[src/core/cies_pkg.sv]
// Contract
// [RULE1] return pops stack, two cycles, flags kept
// [RULE2] power-down clears supervisor timer and prescaler
// [RULE3] power-down clears powerdown_flag_n, sets expiry_flag_n
// [RULE4] power-down halts oscillator, execution stops
// [RULE5] literal minus acc into acc, C DC Z
// [RULE6] file minus acc, C DC Z, address 0..127
// [RULE7] acc xor literal into acc, Z only
// [RULE8] acc xor file to destination, Z only
// [RULE9] nibble exchange of file, no flags
// [RULE10] destination bit 0 acc, 1 file
// [RULE11] carry and half_carry are inverted borrows
package cies_pkg;
    localparam int DATA_W = 8;
    localparam int ADDR_W = 7;
    localparam int PC_W = 13;
    localparam int OP_W = 14;
    localparam int STACK_DEPTH = 8;
    localparam int SP_W = 3;
    localparam int TMR_W = 8;
    localparam int PRE_W = 8;
    localparam logic [DATA_W-1:0] ZERO_BYTE = 8'h00;
    localparam logic [TMR_W-1:0] TMR_CLEARED = 8'h00;
    localparam logic [PRE_W-1:0] PRE_CLEARED = 8'h00;
    localparam logic [PC_W-1:0] PC_RESET = 13'h0000;
    localparam int HALF_BIT = 4;
    localparam int FULL_BIT = 8;
    localparam int DEST_BIT = 7;
    // opcode encodings (whole 14-bit words for return and sleep, upper 6- or 5-bit fields for the rest)
    localparam logic [OP_W-1:0] OPC_RETURN = 14'h0008;
    localparam logic [OP_W-1:0] OPC_SLEEP = 14'h0063;
    localparam logic [5:0] OPC_FILE_SUB = 6'h02;
    localparam logic [5:0] OPC_FILE_XOR = 6'h06;
    localparam logic [5:0] OPC_NIB_SWAP = 6'h0E;
    localparam logic [4:0] OPC_LIT_SUB = 5'h1E;
    localparam logic [5:0] OPC_LIT_XOR = 6'h3A;

    typedef enum logic [2:0] {
        OP_NONE, OP_RET, OP_SLEEP, OP_LSUB, OP_FSUB, OP_LXOR, OP_FXOR, OP_SWAP
    } cies_op_type;

    function automatic cies_op_type cies_decode(input logic [OP_W-1:0] w);
        cies_decode = OP_NONE;
        if (w == OPC_RETURN) cies_decode = OP_RET;
        else if (w == OPC_SLEEP) cies_decode = OP_SLEEP;
        else if (w[13:8] == OPC_FILE_SUB) cies_decode = OP_FSUB;
        else if (w[13:8] == OPC_FILE_XOR) cies_decode = OP_FXOR;
        else if (w[13:8] == OPC_NIB_SWAP) cies_decode = OP_SWAP;
        else if (w[13:9] == OPC_LIT_SUB) cies_decode = OP_LSUB;
        else if (w[13:8] == OPC_LIT_XOR) cies_decode = OP_LXOR;
    endfunction : cies_decode
endpackage : cies_pkg

[src/core/cies_alu.sv]
`timescale 1ns/1ps
`default_nettype none
module cies_alu
    import cies_pkg::*;
(
    input wire logic [DATA_W-1:0] opA,
    input wire logic [DATA_W-1:0] accIn,
    input wire logic doXor,
    input wire logic doSwap,
    output logic [DATA_W-1:0] result,
    output logic carryOut,
    output logic halfCarryOut,
    output logic zeroOut
);
    // subtraction as a + ~b + 1 so carries are already inverted borrows
    wire logic [FULL_BIT:0] fullSum = {1'b0, opA} + {1'b0, ~accIn} + 9'h001; // [RULE11]
    wire logic [HALF_BIT:0] halfSum = {1'b0, opA[3:0]} + {1'b0, ~accIn[3:0]} + 5'h01; // [RULE11]
    wire logic [DATA_W-1:0] swapped = {opA[3:0], opA[7:4]}; // [RULE9]
    assign result = doSwap ? swapped : (doXor ? (opA ^ accIn) : fullSum[DATA_W-1:0]);
    assign carryOut = fullSum[FULL_BIT];
    assign halfCarryOut = halfSum[HALF_BIT];
    assign zeroOut = (result == ZERO_BYTE);
endmodule : cies_alu
`default_nettype wire

[src/core/cies_core.sv]
// Decided for this implementation: the plain strobed port and the address map.
`timescale 1ns/1ps
`default_nettype none
module cies_core
    import cies_pkg::*;
(
    input wire logic clk,
    input wire logic nrst,
    input wire logic instrValid,
    input wire logic [OP_W-1:0] instrWord,
    input wire logic [PC_W-1:0] pushAddr,
    input wire logic pushReq,
    input wire logic [DATA_W-1:0] fileRdData,
    input wire logic wakeReq,
    output logic [ADDR_W-1:0] fileAddr,
    output logic [DATA_W-1:0] fileWrData,
    output logic fileWrEn,
    output logic [DATA_W-1:0] acc,
    output logic carry,
    output logic half_carry,
    output logic zero,
    output logic powerdown_flag_n,
    output logic expiry_flag_n,
    output logic [TMR_W-1:0] supervisor_timer,
    output logic [PRE_W-1:0] timerPrescaler,
    output logic [PC_W-1:0] pc,
    output logic busy,
    output logic oscRun
);
    // file operand is read combinationally from fileRdData with fileAddrW
    logic [DATA_W-1:0] acc_r;
    logic carry_r, halfCarry_r, zero_r, pwrDnN_r, expN_r;
    logic [TMR_W-1:0] tmr_r;
    logic [PRE_W-1:0] pre_r;
    logic [PC_W-1:0] pc_r;
    logic [PC_W-1:0] stack_head [STACK_DEPTH];
    logic [SP_W-1:0] sp_r;
    // run flag mirrors sleep so oscRun leaves a flip-flop directly
    logic retBusy_r, asleep_r, wr_r, run_r;
    logic [ADDR_W-1:0] addr_r;
    logic [DATA_W-1:0] wdata_r;

    wire cies_op_type op = instrValid && !retBusy_r && !asleep_r ? cies_decode(instrWord) : OP_NONE; // [RULE4]
    wire logic destFile = instrWord[DEST_BIT];
    wire logic [ADDR_W-1:0] fileAddrW = instrWord[ADDR_W-1:0];
    wire logic isLit = (op == OP_LSUB) || (op == OP_LXOR);
    wire logic [DATA_W-1:0] opA = isLit ? instrWord[DATA_W-1:0] : fileRdData;
    wire logic [DATA_W-1:0] aluRes;
    wire logic aluC, aluHc, aluZ;
    wire logic [SP_W-1:0] spPop = sp_r - 3'h1;
    // read combinationally: a registered stack read would cost the return a third cycle
    wire logic [PC_W-1:0] stackTop = stack_head[spPop];

    cies_alu u_alu (
        .opA(opA),
        .accIn(acc_r),
        .doXor((op == OP_LXOR) || (op == OP_FXOR)),
        .doSwap(op == OP_SWAP),
        .result(aluRes),
        .carryOut(aluC),
        .halfCarryOut(aluHc),
        .zeroOut(aluZ)
    );

    wire logic fileOp = (op == OP_FSUB) || (op == OP_FXOR) || (op == OP_SWAP);
    wire logic writeAcc = isLit || (fileOp && !destFile); // [RULE10]
    wire logic writeFile = fileOp && destFile; // [RULE10]
    wire logic subOp = (op == OP_LSUB) || (op == OP_FSUB);
    wire logic zOp = subOp || (op == OP_LXOR) || (op == OP_FXOR); // [RULE7] [RULE8]

    always_ff @(posedge clk) begin
        if (!nrst) begin
            acc_r <= ZERO_BYTE;
            carry_r <= 1'b0;
            halfCarry_r <= 1'b0;
            zero_r <= 1'b0;
            pwrDnN_r <= 1'b1;
            expN_r <= 1'b1;
            tmr_r <= TMR_CLEARED;
            pre_r <= PRE_CLEARED;
            pc_r <= PC_RESET;
            sp_r <= '0;
            retBusy_r <= 1'b0;
            asleep_r <= 1'b0;
            run_r <= 1'b1;
            wr_r <= 1'b0;
            addr_r <= '0;
            wdata_r <= ZERO_BYTE;
        end else begin
            wr_r <= writeFile;
            addr_r <= fileAddrW; // [RULE6]
            wdata_r <= aluRes;
            retBusy_r <= (op == OP_RET); // [RULE1]
            if (writeAcc) acc_r <= aluRes; // [RULE5] [RULE7]
            if (subOp) begin
                carry_r <= aluC; // [RULE5] [RULE6]
                halfCarry_r <= aluHc;
            end
            if (zOp) zero_r <= aluZ;
            // wake leaves the count where sleep left it
            if (asleep_r && wakeReq) begin
                asleep_r <= 1'b0;
                run_r <= 1'b1;
            end
            if (op == OP_SLEEP) begin
                tmr_r <= TMR_CLEARED; // [RULE2]
                pre_r <= PRE_CLEARED; // [RULE2]
                pwrDnN_r <= 1'b0; // [RULE3]
                expN_r <= 1'b1; // [RULE3]
                asleep_r <= 1'b1; // [RULE4]
                run_r <= 1'b0; // [RULE4]
            end else if (!asleep_r) begin
                {tmr_r, pre_r} <= {tmr_r, pre_r} + 16'h0001;
            end
            if (op == OP_RET) begin
                pc_r <= stack_head[spPop]; // [RULE1]
                sp_r <= spPop;
            end else if (pushReq && !asleep_r) begin
                stack_head[sp_r] <= pushAddr;
                sp_r <= sp_r + 3'h1;
            end else if (op != OP_NONE) begin
                pc_r <= pc_r + 13'h0001;
            end
        end
    end

    assign fileAddr = addr_r;
    assign fileWrData = wdata_r;
    assign fileWrEn = wr_r;
    assign acc = acc_r;
    assign carry = carry_r;
    assign half_carry = halfCarry_r;
    assign zero = zero_r;
    assign powerdown_flag_n = pwrDnN_r;
    assign expiry_flag_n = expN_r;
    assign supervisor_timer = tmr_r;
    assign timerPrescaler = pre_r;
    assign pc = pc_r;
    assign busy = retBusy_r;
    assign oscRun = run_r;
endmodule : cies_core
`default_nettype wire

[config.mk]
export PLATFORM = sky130hd
export DESIGN_NAME = cies_core
export DESIGN_NICKNAME = d
export VERILOG_FILES = /design/src/core/cies_pkg.sv /design/src/core/cies_alu.sv /design/src/core/cies_core.sv
export SDC_FILE = /design/constraint.sdc
export NUM_CORES = 1
export LEC_CHECK = 0
export CAP_MARGIN = 25
export CELL_PAD_IN_SITES_DETAIL_PLACEMENT = 0
export CELL_PAD_IN_SITES_GLOBAL_PLACEMENT = 2
export CORE_UTILIZATION = 39
export DETAILED_ROUTE_END_ITERATION = 7
export DONT_BUFFER_PORTS = 1
export PLACE_DENSITY = 0.85
export SYNTH_ARGS = -nofsm -noshare
export SYNTH_HDL_FRONTEND = slang
export SYNTH_SLANG_ARGS = --single-unit
[constraint.sdc]
create_clock -name clk -period 4.9 [get_ports clk]
set_clock_uncertainty 0.2 [all_clocks]
set_input_delay 0.98 -clock clk [delete_from_list [all_inputs] [get_ports clk]]
set_output_delay 0.98 -clock clk [all_outputs]
set_load 0.05 [all_outputs]
# Yosys cells after proc, flatten, opt, wreduce, memory -nomap -nowiden
# Memories as Yosys holds them, arrays and structs flattened.
# Cells that the tools add are included.
# totals
ram_bits	104
memories	1
wordCells	91
input_bits	40
out_inout_bits	60
regBits	63
# mem_list
name	words	word_bits	read_ports	rd_clocked_by_memory_dff	wr	line	text
stack_head	8	13	1	0	1	cies_core.sv:36	logic [PC_W-1:0] stack_head [STACK_DEPTH];
# op_classes
n_mux	24
n_bitwise	4
n_reduce_logical	24
eq_ne	15
add_sub_neg	8
# ops
operator	count
$mux 13	3
$mux 3	10
$mux 8	3
$add 16x1->16 const B	1
$eq 14x4->1 const B	1
$eq 14x7->1 const B	1
$add 13x1->13 const B	1
$eq 3x3->1 const B	4
$add 8x8->9	1
$add 9x1->9 const B	1
$logic_not 8->1	1
$logic_or 1x1->1	8
$mux 1	8
$not 8->8	1
$xor 8x8->8	1
$eq 3x2->1 const B	2
$eq 6x2->1 const B	1
$eq 6x3->1 const B	1
$eq 6x4->1 const B	1
$eq 6x6->1 const B	1
$logic_and 1x1->1	6
$reduce_bool 2->1	3
$add 4x4->5	1
$add 5x1->5 const B	1
other kinds (11)	13

# Depth between registers and ports, before layout
# depth
ltp_word	17
depth_mapped	18
depth_no_buf	17

# Cells and area by module
# From an unflattened synthesis, not the netlist that was laid out.
# hier_totals
cells_unflattened	627
area_unflattened_um2	7865.0
# modules_own_cells
mod	n_inst	seq_area_each_um2	cells_each	area_each_um2
cies_core	1	4384.2	545	7282.0
cies_alu	1	0.0	82	583.1

# Least setup slack after synthesis
# OpenSTA, ideal clock, no wires.
# synth_path
path_type	input-to-reg
startpoint	in instrWord[13]
endpoint	reg zero_r (netlist: zero)
stages	15
required_time_ns	4.616
arrival_time_ns	4.372
setup_time_ns	0.084
n_path_buf	0
setup_slack_ns	0.244
cell_sequence	and4b_1 o21ai_2 a21boi_2 nand2_1 a21oi_4 mux2_2 ha_1 a21oi_1 nand2_1 a31o_2 and3_1 a2111oi_4 xnor2_1 mux2_2 o31ai_2
# synth_between
elab_chain_len	17
word_cells_on_any_way	32
cone_classes	2 x add/sub; 12 x eq/ne; 11 x mux; 1 x bitwise; 6 x reduce/logical
# synth_lines
item	line	text
from (decl)	cies_core.sv:10	input wire logic [OP_W-1:0] instrWord,
$eq 6x6->1	cies_pkg.sv:50	else if (w[13:8] == OPC_LIT_XOR) cies_decode = OP_LXOR;
$mux 3	cies_pkg.sv:50	
$mux 3	cies_pkg.sv:49	else if (w[13:9] == OPC_LIT_SUB) cies_decode = OP_LSUB;
$mux 3	cies_pkg.sv:48	else if (w[13:8] == OPC_NIB_SWAP) cies_decode = OP_SWAP;
$mux 3	cies_pkg.sv:47	else if (w[13:8] == OPC_FILE_XOR) cies_decode = OP_FXOR;
$mux 3	cies_pkg.sv:46	else if (w[13:8] == OPC_FILE_SUB) cies_decode = OP_FSUB;
$mux 3	cies_pkg.sv:45	else if (w == OPC_SLEEP) cies_decode = OP_SLEEP;
$mux 3 *	cies_pkg.sv:44	if (w == OPC_RETURN) cies_decode = OP_RET;
$mux 3 *	cies_core.sv:43	wire cies_op_type op = instrValid && !retBusy_r && !asleep_r ? cies_decode(instrWord) : OP_NONE;
$eq 3x2->1 / $eq 3x3->1 (equally long branches)	n/a	
$logic_or 1x1->1	cies_core.sv:46	wire logic isLit = (op == OP_LSUB) || (op == OP_LXOR);
$mux 8	cies_core.sv:47	wire logic [DATA_W-1:0] opA = isLit ? instrWord[DATA_W-1:0] : fileRdData;
$add 8x8->9	cies_alu.sv:16	wire logic [FULL_BIT:0] fullSum = {1'b0, opA} + {1'b0, ~accIn} + 9'h001;
$add 9x1->9	cies_alu.sv:16	
$mux 8 (2 in a row)	cies_alu.sv:19	assign result = doSwap ? swapped : (doXor ? (opA ^ accIn) : fullSum[DATA_W-1:0]);
$logic_not 8->1	cies_alu.sv:22	assign zeroOut = (result == ZERO_BYTE);
to (signal assigned)	cies_core.sv:99	if (zOp) zero_r <= aluZ;
to (decl)	cies_core.sv:32	logic carry_r, halfCarry_r, zero_r, pwrDnN_r, expN_r;
# Mark *: on every way between the ends. The rest lies on a longest branch, timed or not.
# A chain may end at the register's enable or synchronous reset.

# Worst setup path in the final report
# layout_path
startpoint	in instrWord[4]
endpoint	reg zero_r (netlist: zero)
# layout_between
elab_chain_len	12
word_cells_on_any_way	22
cone_classes	2 x add/sub; 7 x eq/ne; 6 x mux; 1 x bitwise; 6 x reduce/logical
# layout_lines
item	line
$eq 14x7->1	cies_pkg.sv:45
$mux 3	cies_pkg.sv:45
$mux 3	cies_pkg.sv:44
$mux 3	cies_core.sv:43
$eq 3x2->1 / $eq 3x3->1 (equally long branches)	n/a
$logic_or 1x1->1	cies_core.sv:46
$mux 8	cies_core.sv:47
$add 8x8->9	cies_alu.sv:16
$add 9x1->9	cies_alu.sv:16
$mux 8 (2 in a row)	cies_alu.sv:19
$logic_not 8->1	cies_alu.sv:22
# Parallel ways exist; a longest one is shown, timed or not.

==> metrics.md <==
| Metric | Value |
|---|---|
| Post-CTS setup buffer count | 0 |
| Full die area | 19540 um2 |
| Worst slew margin | 32.70% |
| Most frequent cells in the layout | edfxtp_1 (104), dfxtp_1 (62), nor2_1 (60) |
| Register area share after synthesis | 59.20% |
| Final Wtd Congestion | 0.8858 |
| Register area | 4385 um2 |
| CTS Sinks | 167 |
| Total vias in the final route | between 4000 and 5000 |
| Layout Area Growth over Synthesis | 13.30% |
| Synthesized flop and latch total | roughly 170 |
| Syn Std Cell Area | 7406 um2 |
| Number of CTS-inserted buffers | 17 |
| Synth top area share | a little over two fifths |
| Combined area of the multi-input logic cells | 2873 um2 |
| Initial Util | 39.72% |
| Slew Viols, Final | 0 |
| Worst-margin pin slew | 1008 ps |
| Post-synth ARST share | 0% |
| Crit path arrival time | 4580 ps |
| Max rail drop VDD | 0.2547 mV |
| Fmax | 0.2255 GHz |
| Synth Area in Adders | under 10% |
| Area contributors post-synth | edfxtp_1 (42%), dfxtp_1 (17%), mux4_2 (7.9%) |
| Worst Setup End Kind | flop |
| Clk root buf | clkbuf_16 |
| First-pass GRT wire length | 25470 um |
| Syn_nets | 624 |
| Post-synth EDFFs | 104 |
| DR WL met2 | 8117 um |
| Leak | roughly 0.0028 uW |
| Xor and xnor area share after synthesis | 3.430% |
| Final setup viols | 0 |
| Min Tclk post-route | between 4000 and 5000 ps |
| Synth cell types | 66 |
| Sum Neg Setup Slack | 0 ps |
| Number of H-tree levels | 4 |
| Cell accounting for the most synthesized area | edfxtp_1 |
| Post-synthesis mux area share | 10.88% |
| Fin nets | 641 |
| DR WL met3 | 1137 um |
| DP Area | 7761 um2 |
| Maxcap violations | 0 |
| Io pins | 100 |
| Latest clock arrival within the worst-skew pair | 440 ps |
| Clk buf depth | 2 |
| Wire per inst | 19.75 um |
| Average footprint of a synthesized cell | 12.99 um2 |
| Share of post-route cells with drive strength above 1 | between 10% and 20% |
| Die width | approximately 140 um |
| Gr usage total | approximately 17% |
| Vias per std cell | 5.477 |
| Fillers | 1686 |
| Final wirelength | around 16000 um |
| Yosys warnings | 0 |
| Main combinational cell family by area after synthesis | simple AND/OR/NAND/NOR gates |
| IO buf count | 0 |
| Pwr/cell area | ~380 nW/um2 |
| Crit path max fanout | 7 |
| Core area | 18640 um2 |
| Hold buffer count at cts | 0 |
| DRC violation count after routing | 0 |
| Die H | between 100 and 150 um |
| Post-synthesis simple-gate area fraction | between 10% and 20% |
| Crit Path Class | in -> reg |
| Post-route design area | between 8000 and 9000 um2 |
| Largest net degree at the start of global routing | 31 |
| Resize count post-CTS | 0 |
| Compound-Gate Fraction of Synth Area | under 10% |
| Class of the worst hold path | in -> reg |
| M1 WL | 6848 um |
| Number of diodes | 0 |
| Top sig layer | met4 |
| Initial antenna violation count | 0 |
| RSZ-0062 raised after global routing | no |
| Clk slew on worst S/H paths | 70 ps |
| Post-DP HPWL | 11510 um |
| Top_reg_cell synth | edfxtp_1 |
| Hold violation total from the final report | 0 |
| Remaining global-route overflow | 0 |
| Setup crit start kind | input pin |
| Critical Path RT | approximately 5100 ps |
| Vias in the first global route | 4513 |
| Final Cycle Share | between 90% and 100% |
| Status | finished clean |
| Placed insts | 802 |
| Post-DRT Antenna Nets | 0 |
| Detailed-router iteration count before antenna repair | 4 |
| Num rows | 50 |
| TritonCTS clock tree | yes |
| Final Instance Count excl. Fillers | around 830 |
| Most common cell after layout, fill and taps aside | edfxtp_1 |
| DRT iter0 DRCs | 341 |
| Post-synthesis cell count | 570 |
-- final cells by class --
type / instances / area share, %
well taps: 234 / 3.489
repair buffers: 21 / 1.879
inverters: 14 / 0.6263
flip-flops and latches: 167 / 52.27
clock inverters: 15 / 2.431
multi-input cells: 366 / 34.24
clock buffers: 17 / 5.070
-- power breakdown --
group          total [uW]  switching (uW)  internal, uW
Clock                1380             666           711
Combinational         253             135           117
Sequential           1580            61.0          1520
-- Yosys cell counts (13+ instances only) --
library cell / number
a211oi_1: 18
nor2_1: 60
edfxtp_1: 104
mux4_2: 26
nand3_1: 14
xor2_1: 18
inv_1: 14
ha_1: 13
a21oi_1: 17
nand2_1: 36
dfxtp_1: 63
clkbuf_1: 16
nor3_1: 16
-- worst paths after layout --
kind	startpoint	end	slack (ps)	cells past startpoint
max	instrWord[4]	zero$_SDFFE_PN0P_	470	15
min	nrst	powerdown_flag_n$_SDFFE_PN1P_	410	1
max reg2reg	busy$_SDFF_PN0_	zero$_SDFFE_PN0P_	750	15
min reg2reg	sp_r[0]$_SDFFE_PN0P_	sp_r[0]$_SDFFE_PN0P_	420	3
-- flip-flops by register name, indices dropped and copies added, names as in the netlist, 3 cells and up --
signal,flops
fileAddr,7
acc,8
pc,13
sp_r,3
timerPrescaler,8
supervisor_timer,8
fileWrData,8
stack_head,104
-- critical path, cell delays in order --
cell	delay, ps
nor4_1	280
and3_1	320
a21bo_4	210
nand3_2	110
a21oi_4	250
mux2_2	380
ha_1	330
a21oi_1	160
nand2_1	110
a31o_2	290
and3_1	210
a2111oi_4	290
xnor2_1	120
mux2_2	280
o31ai_2	230
-- metrics by stage --
stage               total power [uW]  hold slack, ps  utilization, %  worst slack (ps)
floorplan                       1804           405.7               -             243.9
global placement                1863           383.5           41.63             149.9
detailed placement              1867           400.1           41.63             58.63
CTS                             3244           390.0           45.01             500.1
global route                    3327           405.5           45.01             219.0
finish                          3209           410.3           45.01             465.1
-- logic make-up (layout without fill, tap and decap cells) --
| group | count (synthesis) | after routing |
|---|---|---|
| simple gates | 195 | 195 |
| flops | 167 | 167 |
| compound gates | 81 | 81 |
| mux | 46 | 46 |
| buf+inv | 37 | 67 |
| xor+xnor | 29 | 29 |
| fa+ha+maj | 14 | 14 |
| other cells | 1 | 1 |
-- routing by layer --
| layer | vias up | global-route usage (%) |
|---|---|---|
| li1 | 2173 | - |
| met1 | 2236 | 20.98 |
| met2 | 134 | 28.84 |
| met3 | 25 | 5.506 |
| met4 | 0 | 7.577 |
| met5 | - | 0 |
No activity file was read; power rests on OpenSTA's default activity.
